### config.mk
export PLATFORM = sky130hd
export DESIGN_NAME = lsc_sync_ctrl
export DESIGN_NICKNAME = d
export VERILOG_FILES = /design/src/common/lsc_pkg.sv /design/src/core/lsc_sync_ctrl.sv
export VERILOG_INCLUDE_DIRS = /design/src /design/src/common
export SDC_FILE = /design/constraint.sdc
export NUM_CORES = 1
export LEC_CHECK = 0
export ABC_AREA = 1
export BUFFER_PORTS_ARGS = -buffer_cell sky130_fd_sc_hd__buf_2
export CORE_UTILIZATION = 35
export CTS_BUF_LIST = sky130_fd_sc_hd__clkbuf_4 sky130_fd_sc_hd__clkbuf_8
export DETAILED_ROUTE_END_ITERATION = 10
export GPL_ROUTABILITY_DRIVEN = 0
export PLACE_DENSITY = 0.49
export SLEW_MARGIN = 25
export SYNTH_ARGS = -nofsm -noshare
export SYNTH_HDL_FRONTEND = slang
export SYNTH_SLANG_ARGS = --single-unit
### constraint.sdc
create_clock -name sys_clk -period 3.91 [get_ports sys_clk]
set_clock_uncertainty 0.1 [all_clocks]
set_input_delay 0.782 -clock sys_clk [delete_from_list [all_inputs] [get_ports sys_clk]]
set_output_delay 0.782 -clock sys_clk [all_outputs]
set_load 0.1 [all_outputs]
### src/common/lsc_map.svh
// How it works
// - Rotate after counting programmed reference pulses
// - Last error: nine bits over two registers
// - Under flag bit 7 below window
// - Over flag bit 6 above window
// - Sync runs only while enable set
// - Arm strobe arms one-shot on next event
// - Rising edge bit 5 clears sticky flags
// - Rising edge bit 4 clears last error
// - Mode field selects one-shot, continuous, monitor
// - Error within window counts as aligned
// - Pulse mode waits minimum LMFC counts
// - Sticky rotated and tripped flags
`ifndef LSC_MAP_SVH
`define LSC_MAP_SVH
`define LSC_ADDR_W        10
`define LSC_OFF_WINDOW    10'h034
`define LSC_OFF_MINCNT    10'h035
`define LSC_OFF_PULSECNT  10'h036
`define LSC_OFF_ERR_LO    10'h038
`define LSC_OFF_ERR_HI    10'h039
`define LSC_OFF_CTRL      10'h03a
`define LSC_OFF_IRQ_STAT  10'h03c
`define LSC_OFF_IRQ_MASK  10'h03d
`define LSC_BIT_ENABLE    7
`define LSC_BIT_ARM       6
`define LSC_BIT_CLRSTKY   5
`define LSC_BIT_CLRLAST   4
`define LSC_BIT_UNDER     7
`define LSC_BIT_OVER      6
`define LSC_RST_BYTE      8'h00
`define LSC_IRQ_ROTATE    0
`define LSC_IRQ_TRIP      1
`define LSC_IRQ_OUTWIN    2
`endif

### src/common/lsc_pkg.sv
package lsc_pkg;
  typedef enum logic [3:0] {
    MODE_OFF        = 4'b0000,
    MODE_ONESHOT    = 4'b0001,
    MODE_CONTINUOUS = 4'b0010,
    MODE_MONITOR    = 4'b1000,
    MODE_ONESHOT_MON = 4'b1001
  } lsc_mode_type;
  typedef struct packed {
    logic       alignLogicEnable;
    logic       oneShotArmStrobe;
    logic       stickyFlagClear;
    logic       lastErrorClear;
    logic [3:0] alignModeSelect;
  } lsc_ctrl_type;
  typedef struct packed {
    logic [8:0] lastPhaseError;
    logic       lastErrorUnderFlag;
    logic       lastErrorOverFlag;
  } lsc_err_type;
endpackage : lsc_pkg

### src/core/lsc_sync_ctrl.sv
// Added by the designer: the strobed register port.
`timescale 1ns/10ps
`include "lsc_map.svh"
module lsc_sync_ctrl (
  // Clock, reset, enable
  input  wire logic                   sys_clk,
  input  wire logic                   nrst,
  input  wire logic                   clkEn,
  // Register port
  input  wire logic [`LSC_ADDR_W-1:0] regAddr,
  input  wire logic [7:0]             regWdata,
  input  wire logic                   regWr,
  input  wire logic                   regRd,
  output logic      [7:0]             regRdata,
  // Sync inputs: sysref pin, LMFC boundary and measured phase error from the aligner
  input  wire logic                   sysrefPin,
  input  wire logic                   lmfcTick,
  input  wire logic [8:0]             phaseErr,
  // Aligner command and interrupt
  output logic                        rotateReq,
  output logic                        irq
);
  lsc_pkg::lsc_ctrl_type ctrl_q;
  lsc_pkg::lsc_err_type  err_q;
  logic [2:0] window_q;
  logic [7:0] minCount_q, pulseCount_q;
  logic [7:0] lmfcCnt_q, refCnt_q;
  logic       armed_q, oneShotDone_q;
  logic       rotated_q, tripped_q;
  logic [2:0] irqStat_q, irqMask_q;
  logic       sysMeta_q, sysSync_q, sysPrev_q;
  logic       clrStkyPrev_q, clrLastPrev_q;
  logic       sysEdge, active, outWin, under, over, doRotate, doMeasure;
  logic       clrStky, clrLast, pulseMode;
  logic signed [8:0] errS;
  logic signed [9:0] winS;

  // Write decode shared by every register
  function automatic logic hit(input logic [`LSC_ADDR_W-1:0] a, input logic [`LSC_ADDR_W-1:0] off);
    hit = (a == off);
  endfunction : hit

  // Pin synchroniser, edge taken from second stage only
  always_ff @(posedge sys_clk or negedge nrst) begin
    if (!nrst) begin
      sysMeta_q <= 1'b0;
      sysSync_q <= 1'b0;
      sysPrev_q <= 1'b0;
    end else if (clkEn) begin
      sysMeta_q <= sysrefPin;
      sysSync_q <= sysMeta_q;
      sysPrev_q <= sysSync_q;
    end
  end
  assign sysEdge = sysSync_q & ~sysPrev_q;

  // Control byte and plain setting registers
  always_ff @(posedge sys_clk or negedge nrst) begin
    if (!nrst) begin
      ctrl_q       <= `LSC_RST_BYTE;
      window_q     <= 3'h0;
      minCount_q   <= `LSC_RST_BYTE;
      pulseCount_q <= `LSC_RST_BYTE;
      irqMask_q    <= 3'h0;
    end else if (clkEn && regWr) begin
      if (hit(regAddr, `LSC_OFF_CTRL))     ctrl_q       <= regWdata;
      if (hit(regAddr, `LSC_OFF_WINDOW))   window_q     <= regWdata[2:0];
      if (hit(regAddr, `LSC_OFF_MINCNT))   minCount_q   <= regWdata;
      if (hit(regAddr, `LSC_OFF_PULSECNT)) pulseCount_q <= regWdata;
      if (hit(regAddr, `LSC_OFF_IRQ_MASK)) irqMask_q    <= regWdata[2:0];
    end
  end

  // Edge detectors on the two clear bits; a held level does nothing more
  always_ff @(posedge sys_clk or negedge nrst) begin
    if (!nrst) begin
      clrStkyPrev_q <= 1'b0;
      clrLastPrev_q <= 1'b0;
    end else if (clkEn) begin
      clrStkyPrev_q <= ctrl_q.stickyFlagClear;
      clrLastPrev_q <= ctrl_q.lastErrorClear;
    end
  end
  assign clrStky = ctrl_q.stickyFlagClear & ~clrStkyPrev_q;
  assign clrLast = ctrl_q.lastErrorClear & ~clrLastPrev_q;

  // Window compare on the signed phase error
  assign errS  = $signed(phaseErr);
  assign winS  = $signed({7'h00, window_q});
  // Both sides signed; a bare concatenation is unsigned and would flag every error
  assign under = ($signed({errS[8], errS}) < -winS);
  assign over  = ($signed({errS[8], errS}) > winS);
  assign outWin = under | over;

  // Pulse mode is any mode that rotates on sysref
  assign pulseMode = (ctrl_q.alignModeSelect == lsc_pkg::MODE_ONESHOT) ||
                     (ctrl_q.alignModeSelect == lsc_pkg::MODE_CONTINUOUS) ||
                     (ctrl_q.alignModeSelect == lsc_pkg::MODE_ONESHOT_MON);
  assign active = ctrl_q.alignLogicEnable && (lmfcCnt_q >= minCount_q);

  // Rotate once enough pulses counted; one-shot needs arming, monitor never rotates
  always_comb begin
    doRotate = 1'b0;
    if (active && sysEdge && pulseMode && ((refCnt_q + 8'h01) >= pulseCount_q) && outWin) begin
      unique case (ctrl_q.alignModeSelect)
        lsc_pkg::MODE_CONTINUOUS:  doRotate = 1'b1;
        lsc_pkg::MODE_ONESHOT,
        lsc_pkg::MODE_ONESHOT_MON: doRotate = armed_q && !oneShotDone_q;
        default:                   doRotate = 1'b0;
      endcase
    end
  end
  assign doMeasure = active && sysEdge;
  assign rotateReq = doRotate;

  // LMFC counter for the start-up delay, and sysref pulse counter
  always_ff @(posedge sys_clk or negedge nrst) begin
    if (!nrst) begin
      lmfcCnt_q <= 8'h00;
      refCnt_q  <= 8'h00;
    end else if (clkEn) begin
      if (!ctrl_q.alignLogicEnable) begin
        lmfcCnt_q <= 8'h00;
        refCnt_q  <= 8'h00;
      end else begin
        if (lmfcTick && lmfcCnt_q != 8'hff) lmfcCnt_q <= lmfcCnt_q + 8'h01;
        if (doRotate || (active && sysEdge && (refCnt_q + 8'h01) >= pulseCount_q)) begin
          refCnt_q <= 8'h00;
        end else if (active && sysEdge) begin
          refCnt_q <= refCnt_q + 8'h01;
        end
      end
    end
  end

  // One-shot arming: write of the arm bit arms, first qualifying event consumes it
  always_ff @(posedge sys_clk or negedge nrst) begin
    if (!nrst) begin
      armed_q       <= 1'b0;
      oneShotDone_q <= 1'b0;
    end else if (clkEn) begin
      if (regWr && hit(regAddr, `LSC_OFF_CTRL) && regWdata[`LSC_BIT_ARM]) begin
        armed_q       <= 1'b1;
        oneShotDone_q <= 1'b0;
      end else if (armed_q && doMeasure && pulseMode) begin
        armed_q       <= 1'b0;
        oneShotDone_q <= 1'b1;
      end
    end
  end

  // Sticky flags; a new event wins over a clear edge in the same cycle
  always_ff @(posedge sys_clk or negedge nrst) begin
    if (!nrst) begin
      rotated_q <= 1'b0;
      tripped_q <= 1'b0;
    end else if (clkEn) begin
      if (doRotate) rotated_q <= 1'b1;
      else if (clrStky) rotated_q <= 1'b0;
      if (armed_q && doMeasure) tripped_q <= 1'b1;
      else if (clrStky) tripped_q <= 1'b0;
    end
  end

  // Last error capture with under/over flags
  always_ff @(posedge sys_clk or negedge nrst) begin
    if (!nrst) begin
      err_q <= '0;
    end else if (clkEn) begin
      if (doMeasure) begin
        err_q.lastPhaseError     <= phaseErr;
        err_q.lastErrorUnderFlag <= under;
        err_q.lastErrorOverFlag  <= over;
      end else if (clrLast) begin
        err_q <= '0;
      end
    end
  end

  // Interrupt status: events set, a read of the status register clears; set wins
  always_ff @(posedge sys_clk or negedge nrst) begin
    if (!nrst) begin
      irqStat_q <= 3'h0;
    end else if (clkEn) begin
      irqStat_q <= ((regRd && hit(regAddr, `LSC_OFF_IRQ_STAT)) ? 3'h0 : irqStat_q) |
                   {doMeasure && outWin, armed_q && doMeasure, doRotate};
    end
  end
  assign irq = |(irqStat_q & irqMask_q);

  // Read data registered, valid the cycle after the strobe only
  always_ff @(posedge sys_clk or negedge nrst) begin
    if (!nrst) begin
      regRdata <= 8'h00;
    end else if (clkEn) begin
      regRdata <= 8'h00;
      if (regRd) begin
        unique case (regAddr)
          `LSC_OFF_WINDOW:   regRdata <= {5'h00, window_q};
          `LSC_OFF_MINCNT:   regRdata <= minCount_q;
          `LSC_OFF_PULSECNT: regRdata <= pulseCount_q;
          `LSC_OFF_ERR_LO:   regRdata <= err_q.lastPhaseError[7:0];
          `LSC_OFF_ERR_HI:   regRdata <= {err_q.lastErrorUnderFlag, err_q.lastErrorOverFlag,
                                          5'h00, err_q.lastPhaseError[8]};
          `LSC_OFF_CTRL:     regRdata <= {ctrl_q.alignLogicEnable, armed_q, ctrl_q.stickyFlagClear,
                                          ctrl_q.lastErrorClear, ctrl_q.alignModeSelect};
          `LSC_OFF_IRQ_STAT: regRdata <= {3'h0, rotated_q, tripped_q, irqStat_q};
          `LSC_OFF_IRQ_MASK: regRdata <= {5'h00, irqMask_q};
          default:           regRdata <= 8'h00;
        endcase
      end
    end
  end

  // Checks
  property p_rot_needs_enable;
    @(posedge sys_clk) disable iff (!nrst) rotateReq |-> ctrl_q.alignLogicEnable;
  endproperty
  a_rot_needs_enable: assert property (p_rot_needs_enable) else $error("rotate while disabled");
  property p_rot_needs_min;
    @(posedge sys_clk) disable iff (!nrst) rotateReq |-> lmfcCnt_q >= minCount_q;
  endproperty
  a_rot_needs_min: assert property (p_rot_needs_min) else $error("rotate before min LMFC count");
  property p_rot_sticky;
    @(posedge sys_clk) disable iff (!nrst) (rotateReq && clkEn) |=> rotated_q;
  endproperty
  a_rot_sticky: assert property (p_rot_sticky) else $error("rotated flag not set");
  property p_no_rot_monitor;
    @(posedge sys_clk) disable iff (!nrst) (ctrl_q.alignModeSelect == lsc_pkg::MODE_MONITOR) |-> !rotateReq;
  endproperty
  a_no_rot_monitor: assert property (p_no_rot_monitor) else $error("rotate in monitor mode");
  property p_in_window;
    @(posedge sys_clk) disable iff (!nrst) rotateReq |-> (under || over);
  endproperty
  a_in_window: assert property (p_in_window) else $error("rotate inside window");
  property p_err_capture;
    @(posedge sys_clk) disable iff (!nrst) (doMeasure && clkEn) |=> err_q.lastPhaseError == $past(phaseErr);
  endproperty
  a_err_capture: assert property (p_err_capture) else $error("last error not captured");
  property p_flags_excl;
    @(posedge sys_clk) disable iff (!nrst) !(err_q.lastErrorUnderFlag && err_q.lastErrorOverFlag);
  endproperty
  a_flags_excl: assert property (p_flags_excl) else $error("under and over both set");
  property p_clrlast;
    @(posedge sys_clk) disable iff (!nrst) (clrLast && !doMeasure && clkEn) |=> err_q == '0;
  endproperty
  a_clrlast: assert property (p_clrlast) else $error("last error not cleared");
  property p_clrstky;
    @(posedge sys_clk) disable iff (!nrst) (clrStky && !doRotate && clkEn) |=> !rotated_q;
  endproperty
  a_clrstky: assert property (p_clrstky) else $error("rotated flag not cleared");
  property p_reserved;
    @(posedge sys_clk) disable iff (!nrst) ($past(regRd) && $past(regAddr) == `LSC_OFF_ERR_HI && $past(clkEn))
      |-> regRdata[5:1] == 5'h00;
  endproperty
  a_reserved: assert property (p_reserved) else $error("reserved bits nonzero");

  // Sticky flags: set by their events, cleared by a clear edge only
  property p_trip_sticky;
    @(posedge sys_clk) disable iff (!nrst) (armed_q && doMeasure && clkEn) |=> tripped_q;
  endproperty
  a_trip_sticky: assert property (p_trip_sticky) else $error("tripped flag not set");
  property p_clrstky_trip;
    @(posedge sys_clk) disable iff (!nrst) (clrStky && !(armed_q && doMeasure) && clkEn) |=> !tripped_q;
  endproperty
  a_clrstky_trip: assert property (p_clrstky_trip) else $error("tripped flag not cleared");
  property p_irq_rotate;
    @(posedge sys_clk) disable iff (!nrst) (doRotate && clkEn) |=> irqStat_q[`LSC_IRQ_ROTATE];
  endproperty
  a_irq_rotate: assert property (p_irq_rotate) else $error("rotate status bit not set");

  // Window flags checked against an independent signed compare
  property p_over_calc;
    @(posedge sys_clk) disable iff (!nrst) ($past(doMeasure) && $past(clkEn) &&
      ($signed($past(phaseErr)) > $signed({6'h00, $past(window_q)}))) |-> err_q.lastErrorOverFlag;
  endproperty
  a_over_calc: assert property (p_over_calc) else $error("over flag missing");
  property p_under_calc;
    @(posedge sys_clk) disable iff (!nrst) ($past(doMeasure) && $past(clkEn) &&
      ($signed($past(phaseErr)) < -$signed({6'h00, $past(window_q)}))) |-> err_q.lastErrorUnderFlag;
  endproperty
  a_under_calc: assert property (p_under_calc) else $error("under flag missing");
  property p_under_cap;
    @(posedge sys_clk) disable iff (!nrst) (doMeasure && clkEn) |=> err_q.lastErrorUnderFlag == $past(under);
  endproperty
  a_under_cap: assert property (p_under_cap) else $error("under flag not captured");
  property p_over_cap;
    @(posedge sys_clk) disable iff (!nrst) (doMeasure && clkEn) |=> err_q.lastErrorOverFlag == $past(over);
  endproperty
  a_over_cap: assert property (p_over_cap) else $error("over flag not captured");
  property p_err_hold;
    @(posedge sys_clk) disable iff (!nrst) (clkEn && !doMeasure && !clrLast) |=> $stable(err_q);
  endproperty
  a_err_hold: assert property (p_err_hold) else $error("last error changed without event");

  // Rotate only from a counted, qualifying sysref edge in a pulse mode
  property p_rot_edge;
    @(posedge sys_clk) disable iff (!nrst) rotateReq |-> sysEdge;
  endproperty
  a_rot_edge: assert property (p_rot_edge) else $error("rotate without sysref edge");
  property p_rot_count;
    @(posedge sys_clk) disable iff (!nrst) rotateReq |-> ((refCnt_q + 8'h01) >= pulseCount_q);
  endproperty
  a_rot_count: assert property (p_rot_count) else $error("rotate before pulse count");
  property p_rot_pulse_mode;
    @(posedge sys_clk) disable iff (!nrst) rotateReq |-> pulseMode;
  endproperty
  a_rot_pulse_mode: assert property (p_rot_pulse_mode) else $error("rotate outside pulse mode");
  property p_cont_rotates;
    @(posedge sys_clk) disable iff (!nrst) (doMeasure && outWin && ((refCnt_q + 8'h01) >= pulseCount_q) &&
      (ctrl_q.alignModeSelect == lsc_pkg::MODE_CONTINUOUS)) |-> rotateReq;
  endproperty
  a_cont_rotates: assert property (p_cont_rotates) else $error("continuous mode missed rotate");
  property p_oneshot_armed;
    @(posedge sys_clk) disable iff (!nrst) (rotateReq && (ctrl_q.alignModeSelect == lsc_pkg::MODE_ONESHOT))
      |-> armed_q;
  endproperty
  a_oneshot_armed: assert property (p_oneshot_armed) else $error("one-shot rotate while unarmed");

  // Arming: a write sets it, the first qualifying event consumes it
  property p_arm_write;
    @(posedge sys_clk) disable iff (!nrst) (clkEn && regWr && (regAddr == `LSC_OFF_CTRL) &&
      regWdata[`LSC_BIT_ARM]) |=> armed_q;
  endproperty
  a_arm_write: assert property (p_arm_write) else $error("arm write not taken");
  property p_arm_consumed;
    @(posedge sys_clk) disable iff (!nrst) (clkEn && armed_q && doMeasure && pulseMode && !regWr) |=> !armed_q;
  endproperty
  a_arm_consumed: assert property (p_arm_consumed) else $error("arm not consumed");

  // Enable and start-up delay gate every measurement
  property p_meas_enable;
    @(posedge sys_clk) disable iff (!nrst) doMeasure |-> ctrl_q.alignLogicEnable;
  endproperty
  a_meas_enable: assert property (p_meas_enable) else $error("measure while disabled");
  property p_disabled_idle;
    @(posedge sys_clk) disable iff (!nrst) (clkEn && !ctrl_q.alignLogicEnable) |=> (refCnt_q == 8'h00);
  endproperty
  a_disabled_idle: assert property (p_disabled_idle) else $error("pulse count kept while disabled");
  property p_meas_min;
    @(posedge sys_clk) disable iff (!nrst) doMeasure |-> (lmfcCnt_q >= minCount_q);
  endproperty
  a_meas_min: assert property (p_meas_min) else $error("measure before min LMFC count");

  // Read-back layout of the last error pair
  property p_err_lo_rd;
    @(posedge sys_clk) disable iff (!nrst) ($past(regRd) && $past(regAddr) == `LSC_OFF_ERR_LO && $past(clkEn))
      |-> regRdata == $past(err_q.lastPhaseError[7:0]);
  endproperty
  a_err_lo_rd: assert property (p_err_lo_rd) else $error("error low byte wrong");
  property p_err_hi_rd;
    @(posedge sys_clk) disable iff (!nrst) ($past(regRd) && $past(regAddr) == `LSC_OFF_ERR_HI && $past(clkEn))
      |-> regRdata[0] == $past(err_q.lastPhaseError[8]);
  endproperty
  a_err_hi_rd: assert property (p_err_hi_rd) else $error("error bit 8 wrong");
  property p_clrlast_level;
    @(posedge sys_clk) disable iff (!nrst) (clrLastPrev_q && ctrl_q.lastErrorClear) |-> !clrLast;
  endproperty
  a_clrlast_level: assert property (p_clrlast_level) else $error("held clear level acted again");
endmodule : lsc_sync_ctrl

==> run_results.csv, run 1 <==
group,metric,value,unit
outcome,status,"complete, no violations",
finish,syn_to_final_growth,13.5,%
route,vias,3855,
clock_tree,numCtsBuffers,9,
logic_synthesis,synth_nets,641,
timing,max_freq,275,MHz
clock_tree,clockBufferDepth,2,
power_and_ir_drop,powerDensity,300,nW/um^2
route,firstDrtPassIters,4,
clock_tree,htreeDepth,3,
floorplanning,die-area,13100,sq um
setup_path,path_buf_inv,4,
clock_tree,postCtsHoldBufs,0,
clock_tree,cts_tree,"built",
route,via_per_inst,4.81,
floorplanning,std_cell_rows,40,
timing,rsz0062_at_grt,"false",
setup_path,reg2reg_depth,11,
route,drc_errors,0,
logic_synthesis,synth_cell_types,33,
floorplanning,fp.coreArea,12200,sq um
setup_path,path_cells,"nand3_1 > nand3b_1 > nand3b_1 > xnor2_1 > ha_1 > nand4_1 > inv_1 > nand4_1 > nand3_2 > inv_1 > nor3_4 > nand2_1 > inv_1 > buf_12",
setup_path,start_kind,"flop",
power_and_ir_drop,vdd_ir_drop_max,0.186,mV
setup_path,path_depth,14,
hold_path,worstHoldPathType,"in2async",
route,ant_nets,0,
timing,fin_crit,3.64,ns
finish,n_fill_cell,1297,
logic_synthesis,syn_avg_cell_area,7.62,sq um
floorplanning,ioPinCount,44,
placement,dp_slack,0.446,ns
setup_path,crit_type,"reg2out",
logic_synthesis,syn_inst,581,
timing,relSlewSlack,0.490,
finish,drive_gt1_frac,0.139,
route,routed_wl,11600,microns
global_route,grt_pass1_vias,3676,
global_route,grt_pass1_wl,19100,microns
power_and_ir_drop,p_switching,389,uW
setup_path,cp_common_cell,"inv_1",
placement,dp_hpwl,8990,microns
timing,setup_viol,0,
clock_tree,clk_latency,0.37,ns
power_and_ir_drop,power.clock.fraction,0.375,
power_and_ir_drop,p_seq_frac,0.540,
setup_path,cp_max_fo,5,
setup_path,slowest_delay,0.41,ns
timing,worst_slew_pin_slew,0.761,ns
route,first_iter_violations,169,
flow_run,cap_violations,0,
logic_synthesis,synth_seq_cells,76,
setup_path,end_kind,"output port",
logic_synthesis,seq_area_frac_synth,0.429,
global_route,grt_max_degree,77,
setup_path,required,3.03,ns
timing,setup_slack,0.269,ns
global_route,grt_overflow_total,0,
finish,n_antenna_cell,0,
clock_tree,post_cts_buffers,0,
clock_tree,clk_pin_slew,0.07,ns
timing,slew_viol_final,0,
timing,fin_crit_sh,0.931,
floorplanning,initial_core_util,0.364,
floorplanning,die_height,114,microns
setup_path,cp_slowest_cell,"dfrtp_1",
power_and_ir_drop,internal-power,1120,uW
setup_path,cp.arrival,2.76,ns
finish,nNetsFinal,689,
timing,fin_setup_tns,0,ns
logic_synthesis,ys_warn_count,0,
clock_tree,numClockSinks,76,
timing,finalHoldViolations,0,
global_route,grt_util_all_layers,0.195,
global_route,antenna_found_initial,0,
power_and_ir_drop,p_comb_frac,0.086,
placement,portBuffers,43,
logic_synthesis,syn_area,4430,sq um
route,wl_per_cell,14.4,microns
power_and_ir_drop,p_leak,0.00258,uW
setup_path,crit_family,"simple AND/OR/NAND/NOR gates",
clock_tree,cts_root_buffer,"clkbuf_8",
floorplanning,die_w,114,microns
power_and_ir_drop,swShare,0.257,
## sequential cells by signal (all words and copies together), names as in the netlist, 3 cells and up
name          cells
lmfcCnt_q         8
pulseCount_q      8
window_q          3
minCount_q        8
refCnt_q          8
regRdata          8
irqStat_q         3
irqMask_q         3
ctrl_q            7
err_q            11
## path summary, 6_finish.rpt
path / start / endpoint / slack, ns
worst max-delay path: refCnt_q[0]$_DFFE_PN0P_ / rotateReq / 0.27
worst min-delay path: nrst / regRdata[0]$_DFFE_PN0P_ / 0.34
worst max register to register: refCnt_q[0]$_DFFE_PN0P_ / refCnt_q[4]$_DFFE_PN0P_ / 1.33
worst min register to register: sysMeta_q$_DFFE_PN0P_ / sysMeta_q$_DFFE_PN0P_ / 0.37
max in group asynchronous: nrst / refCnt_q[4]$_DFFE_PN0P_ / 2.90
min in group sys_clk: sysMeta_q$_DFFE_PN0P_ / sysMeta_q$_DFFE_PN0P_ / 0.37
## kinds of logic (layout without fill, tap and decap cells)
group,count (synthesis),after routing,share of synthesized area
AND/OR/NAND/NOR,263,263,0.263
buffers and inverters,103,155,0.0912
AO/OA/AOI/OAI,107,107,0.131
adder cells (fa/ha/maj),26,26,0.0734
XOR/XNOR,6,6,0.0119
flip-flops,76,76,0.429
## final cells by class
class                   count  area, sq um  share of cell area
flip-flops and latches     76         1900               0.378
well taps                 168          210              0.0418
repair buffers             43          236              0.0470
inverters                  97          364              0.0724
multi-input cells         402         2140               0.425
clock inverters             2         10.0             0.00199
clock buffers              13          166              0.0331
## what timing repair did
| action | 4_1_cts | 5_1_grt |
|---|---|---|
| endpoints found under the setup margin | 0 | 1 |
| endpoints found under the hold margin | 0 | 0 |
| gates resized for setup | 0 | 3 |
## power groups by stage
stage / clock network [uW] / logic (uW) / registers [uW]
finish: 565 / 129 / 815
floorplan: 0 / 69.6 / 828
detailed placement: 0 / 130 / 830
global placement: 0 / 128 / 830
CTS: 590 / 131 / 815
global route: 622 / 149 / 817
## synth_stat cells
library cell,n,area share
o211ai_1,3,0.0051
xnor2_1,2,0.0040
nor2_1,37,0.031
nor2_2,3,0.0042
o21a_1,2,0.0034
buf_6,2,0.0051
xor2_1,4,0.0079
dfrtp_1,76,0.43
o21ai_1,12,0.014
nor3_2,2,0.0045
nand3_2,2,0.0045
o22ai_1,18,0.025
nor3_1,7,0.0079
nand2_2,6,0.0085
o21ai_0,49,0.055
clkinv_1,1,0.00085
nand2_1,163,0.14
a31oi_1,2,0.0028
nand3_1,28,0.032
ha_1,26,0.073
a21boi_0,1,0.0017
nand3b_1,3,0.0051
o221ai_1,1,0.0020
inv_2,9,0.0076
nor3_4,2,0.0073
a21oi_1,19,0.021
nand3_4,1,0.0040
and3_1,1,0.0014
buf_2,2,0.0023
nand4_1,5,0.0071
inv_1,87,0.074
nor2_4,3,0.0076
clkbuf_1,2,0.0017
## routing by layer
metal,vias up,routed length (microns),share of wire,track usage
li1,1968,-,-,-
met1,1795,6030,0.52,0.288
met2,83,4880,0.42,0.285
met3,9,568,0.049,0.0529
met4,0,97,0.0084,0.0390
met5,-,0,0,0
## stage by stage
step                      cell area [sq um]  hold WS, ns  power, uW   util  instances
after floorplan                        4430        0.342        898      -        581
after global placement                 4830        0.357        958  0.397        786
after detailed placement               4830        0.364        960  0.397        786
after CTS                              5010        0.383       1530  0.412        801
after global routing                   5030        0.383       1590  0.413        801
final                                  5030        0.341       1510  0.413        801
## placed cells by master, fill, tap and decap left out, types with 4 or more instances in the layout
cell type	count
nand2_1	163
inv_1	87
dfrtp_1	76
o21ai_0	49
buf_2	41
nor2_1	37
nand3_1	27
ha_1	26
a21oi_1	19
o22ai_1	18
o21ai_1	12
clkbuf_8	11
inv_2	9
nor3_1	6
nand2_2	6
nand4_1	5
xor2_1	4
No activity file was read; power rests on OpenSTA's default activity.
==> run 2, diff against run 1 <==
- SETUP_SLACK_MARGIN: unset -> 0.3
==> run 2 against run 1 <==
Largest power group unchanged. Non-clock buffer count rose by 6. Combinational power barely moved. Largest cell class unchanged. Register-to-register slack got worse by 0.07 ns. Highest routed layer unchanged. Worst setup slack better by 0.11 ns. Power rose by 0.12%. Count of clock-buffer cells in the layout is the same. Die area stayed put. Core utilization grew 0.50 points. Critical path depth did not move.
==> run_results.csv, run 2 (synthesis results as in run 1) <==
group,metric,value,unit
timing,fin_setup_tns,0,ns
setup_path,cp.arrival,2.65,ns
route,via_per_inst,4.77,
route,drc_errors,0,
flow_run,cap_violations,0,
floorplanning,fp.coreArea,12200,sq um
floorplanning,die_height,114,microns
finish,n_antenna_cell,0,
timing,fin_crit,3.53,ns
route,wl_per_cell,14.5,microns
clock_tree,cts_tree,"built",
floorplanning,ioPinCount,44,
timing,setup_slack,0.379,ns
timing,slew_viol_final,0,
power_and_ir_drop,powerDensity,297,nW/um^2
clock_tree,clk_latency,0.37,ns
floorplanning,std_cell_rows,40,
clock_tree,clockBufferDepth,2,
clock_tree,cts_root_buffer,"clkbuf_8",
timing,fin_crit_sh,0.903,
outcome,status,"complete, no violations",
route,firstDrtPassIters,4,
finish,regMostFlops,"err_q",
setup_path,start_kind,"flop",
clock_tree,clk_pin_slew,0.07,ns
timing,worst_slew_pin_slew,0.769,ns
global_route,grt_pass1_vias,3720,
setup_path,end_kind,"output port",
setup_path,regToRegStartpoint,"refCnt_q[0]$_DFFE_PN0P_",
finish,drive_gt1_frac,0.158,
global_route,grt.busiest_layer,"met1",
global_route,grt_pass1_wl,19400,microns
clock_tree,numCtsBuffers,9,
clock_tree,htreeDepth,3,
finish,final_common_cell,"nand2_1",
route,ant_nets,0,
route,first_iter_violations,222,
global_route,grtUsageMet3,0.0529,
route,vias,3853,
finish,nNetsFinal,695,
global_route,antenna_found_initial,0,
timing,rsz0062_at_grt,"true",
finish,largest_reg_flops,11,
hold_path,worstHoldPathType,"in2async",
setup_path,r2r_setup_slack,1.26,ns
global_route,grt_util_all_layers,0.197,
placement,dp_hpwl,8990,microns
power_and_ir_drop,vdd_ir_drop_max,0.185,mV
floorplanning,die-area,13100,sq um
power_and_ir_drop,p_leak,0.00260,uW
setup_path,required,3.03,ns
global_route,grt_max_degree,77,
route,routed_wl,11700,microns
finish,syn_to_final_growth,14.9,%
placement,portBuffers,43,
timing,max_freq,283,MHz
clock_tree,numClockSinks,76,
timing,finalHoldViolations,0,
floorplanning,initial_core_util,0.364,
setup_path,cp_max_fo,3,
floorplanning,die_w,114,microns
setup_path,reg2reg_depth,12,
global_route,grt_util_met1,0.290,
setup_path,crit_type,"reg2out",
global_route,grtUsageMet2,0.289,
timing,relSlewSlack,0.484,
global_route,grt_overflow_total,0,
setup_path,worst_r2r_endpoint,"refCnt_q[4]$_DFFE_PN0P_",
placement,dp_slack,0.446,ns
finish,mostFrequentLayoutCells,"nand2_1, inv_1, dfrtp_1",
timing,setup_viol,0,
-- run 2: cell types whose count changed in the layout (fill, tap and decap cells not counted) --
cell / before / now
ha_1: 26 / 25
nand2_2: 6 / 7
dfrtp_1: 76 / 75
nand2_1: 163 / 162
ha_2: 0 / 1
inv_1: 87 / 85
buf_4: 0 / 6
nand3_1: 27 / 25
inv_2: 9 / 11
nand3_2: 3 / 5
dfrtp_2: 0 / 1
-- run 2: through the flow --
step | instance area (sq um) | util | total power, uW | hold WS, ns | cells
after global routing | 5090 | 0.419 | 1590 | 0.386 | 807
after floorplan | 4430 | - | 898 | 0.342 | 581
after global placement | 4830 | 0.397 | 958 | 0.357 | 786
final | 5090 | 0.419 | 1510 | 0.345 | 807
after detailed placement | 4830 | 0.397 | 960 | 0.364 | 786
after CTS | 5050 | 0.415 | 1540 | 0.383 | 805
-- run 2: per-layer routing --
layer	share of wire	vias up
met5	0	-
met4	0.0077	0
met3	0.034	6
met2	0.43	73
met1	0.52	1792
li1	-	1982
-- run 2: area by class of cell --
class,count,area [sq um]
multi-input combinational,402,2150
tap,168,210
fill,1293,7070
clock buffer,13,166
timing repair buffer,49,282
sequential,76,1900
inverter,97,364
clock inverter,2,10.0
-- run 2: where the power goes --
part | switching [uW] | internal (uW) | total (uW) | leakage [uW]
Clock | 292 | 274 | 566 | 0.0000961
Sequential | 8.29 | 806 | 815 | 0.00100
Combinational | 89.0 | 41.1 | 130 | 0.00150
-- run 2: worst max path at each step --
stage,end,from
floorplan,rotateReq,refCnt_q[0]$_DFFE_PN0P_
global placement,rotateReq,refCnt_q[0]$_DFFE_PN0P_
detailed placement,rotateReq,refCnt_q[0]$_DFFE_PN0P_
CTS,rotateReq,window_q[0]$_DFFE_PN0P_
global route,rotateReq,refCnt_q[1]$_DFFE_PN0P_
finish,rotateReq,refCnt_q[0]$_DFFE_PN0P_
-- run 2: critical path, stage by stage, from the launching register on --
cell	delay (ns)
dfrtp_1	0.41
nand3_2	0.11
nand3b_1	0.21
nand3b_1	0.20
xnor2_1	0.15
ha_1	0.32
nand4_1	0.08
inv_1	0.07
nand4_1	0.09
nand3_2	0.09
inv_1	0.07
nor3_4	0.16
nand2_2	0.09
inv_2	0.08
buf_12	0.17
-- run 2: what timing repair did --
item                       4_1_cts  5_1_grt
setup endpoints to repair        1        1
setup buffers                    4        2
gates resized for setup          2        8
pin swaps                        2        0
hold buffers                     0        0
==> run 3, diff against run 2 <==
- BUFFER_PORTS_ARGS: -buffer_cell sky130_fd_sc_hd__buf_2 -> -buffer_cell sky130_fd_sc_hd__buf_4
==> run 3 against run 2 <==
Count of clock-buffer cells in the layout is the same. Register-to-register slack about the same. Critical path type unchanged. Die area unchanged. Largest cell class unchanged. Critical path depth unchanged. First-iteration DRC count increased by 18%. Combinational power grew 8%. Global-route usage about the same. Worst setup slack improved by 0.014 ns. Critical endpoint unchanged. Core utilization is 0.81 points higher. Via count rose by 1.2%.
==> run_results.csv, run 3 (synthesis results as in run 1) <==
group,metric,value,unit
global_route,antenna_found_initial,0,
flow_run,cap_violations,0,
finish,n_antenna_cell,0,
route,first_iter_violations,261,
finish,n_fill_cell,1252,
clock_tree,cts_root_buffer,"clkbuf_8",
route,ant_nets,0,
route,routed_wl,11800,microns
setup_path,cp.arrival,2.64,ns
timing,relSlewSlack,0.487,
setup_path,required,3.03,ns
setup_path,end_kind,"output port",
setup_path,path_buf_inv,4,
global_route,grt_util_all_layers,0.197,
clock_tree,numClockSinks,76,
timing,max_freq,284,MHz
clock_tree,clk_latency,0.37,ns
route,vias,3901,
setup_path,regToRegStartpoint,"refCnt_q[0]$_DFFE_PN0P_",
power_and_ir_drop,powerDensity,292,nW/um^2
setup_path,cp_slowest_cell,"dfrtp_1",
timing,fin_crit_sh,0.900,
global_route,grt_overflow_total,0,
floorplanning,die_height,114,microns
finish,fin_util,0.427,
clock_tree,clk_pin_slew,0.07,ns
finish,mostFrequentLayoutCells,"nand2_1, inv_1, dfrtp_1",
clock_tree,htreeDepth,3,
placement,dp_hpwl,9000,microns
global_route,grt_pass1_vias,3713,
global_route,grt_max_degree,77,
setup_path,cp_max_fo,4,
clock_tree,numCtsBuffers,9,
finish,final_common_cell,"nand2_1",
setup_path,crit_type,"reg2out",
hold_path,worstHoldPathType,"in2async",
timing,whs,0.320,ns
clock_tree,cts_tree,"built",
finish,syn_to_final_growth,17.1,%
setup_path,slowest_delay,0.41,ns
floorplanning,initial_core_util,0.364,
finish,nNetsFinal,694,
timing,slew_viol_final,0,
global_route,grt_pass1_wl,19300,microns
clock_tree,postCtsHoldBufs,0,
setup_path,crit_start,"refCnt_q[0]$_DFFE_PN0P_",
timing,setup_viol,0,
floorplanning,fp.coreArea,12200,sq um
outcome,status,"complete, no violations",
power_and_ir_drop,vdd_ir_drop_max,0.117,mV
timing,finalHoldViolations,0,
setup_path,crit_family,"simple AND/OR/NAND/NOR gates",
floorplanning,ioPinCount,44,
route,drc_errors,0,
floorplanning,die_w,114,microns
finish,drive_gt1_frac,0.157,
route,firstDrtPassIters,4,
timing,fin_setup_tns,0,ns
timing,fin_crit,3.52,ns
placement,portBuffers,43,
clock_tree,clockBufferDepth,2,
timing,rsz0062_at_grt,"true",
power_and_ir_drop,p_leak,0.00263,uW
floorplanning,die-area,13100,sq um
setup_path,path_cells,"nand3_2 > nand3b_1 > nand3b_1 > xnor2_2 > ha_1 > nand4_1 > inv_1 > nand4_1 > nand3_2 > inv_2 > nor3_4 > nand2_1 > inv_2 > buf_12",
finish,largest_reg_flops,11,
timing,worst_slew_pin_slew,0.764,ns
route,wl_per_cell,14.7,microns
finish,regMostFlops,"err_q",
route,via_per_inst,4.84,
floorplanning,std_cell_rows,40,
setup_path,start_kind,"flop",
[run 3: cell type report]
class	instances	area (sq um)	area share
inverters	97	364	0.0702
flip-flops and latches	76	1900	0.367
clock buffers	13	166	0.0321
multi-input cells	402	2160	0.416
clock inverters	2	10.0	0.00193
repair buffers	48	377	0.0726
well taps	168	210	0.0405
[run 3: per-stage QoR]
step           total power, uW  instances  setup slack [ns]  instance area (sq um)
3_3_place_gp               968        786             0.473                   4920
3_5_place_dp               970        786             0.439                   4920
4_1_cts                   1530        803             0.308                   5140
5_1_grt                   1590        806             0.171                   5190
2_1_floorplan              898        581             0.468                   4430
6_report                  1520        806             0.393                   5190
[run 3: worst register-to-register path, cell delays in order, from the launching register on]
cell and delay (ns):
dfrtp_1 0.41, nand3_2 0.10, nand3b_1 0.20, nand3b_1 0.22, xnor2_2 0.17, ha_1 0.33, a21oi_1 0.14, o21a_1 0.15
nand3_2 0.10, buf_4 0.15, nor3_4 0.27, inv_2 0.11, o21ai_1 0.13
[run 3: per-layer routing]
metal | part of all wire | vias up | GRT usage
li1 | - | 1978 | -
met3 | 0.042 | 12 | 0.0334
met2 | 0.42 | 96 | 0.287
met4 | 0.017 | 0 | 0.0753
met5 | 0 | - | 0
met1 | 0.52 | 1815 | 0.289
[run 3: what timing repair did]
action | 4_1_cts | 5_1_grt
endpoints found under the setup margin | 1 | 1
gates cloned | 0 | 0
pin swaps | 1 | 7
resized for setup | 6 | 7
setup buffers | 2 | 3
[run 3: report_power, final]
group / switching, uW / leakage [uW] / internal, uW / total [uW]
registers: 8.35 / 0.00100 / 806 / 815
clock network: 288 / 0.0000961 / 274 / 562
logic: 89.8 / 0.00153 / 50.2 / 140
total: 387 / 0.00263 / 1130 / 1520
[run 3: final timing paths]
check	to	slack [ns]	cells past startpoint
worst min-delay path	regRdata[0]$_DFFE_PN0P_	0.32	1
min in group sys_clk	clrLastPrev_q$_DFFE_PN0P_	0.38	2
worst max-delay path	rotateReq	0.39	14
worst min register to register	clrLastPrev_q$_DFFE_PN0P_	0.38	2
worst max register to register	refCnt_q[4]$_DFFE_PN0P_	1.26	12
max in group asynchronous	window_q[0]$_DFFE_PN0P_	2.83	1
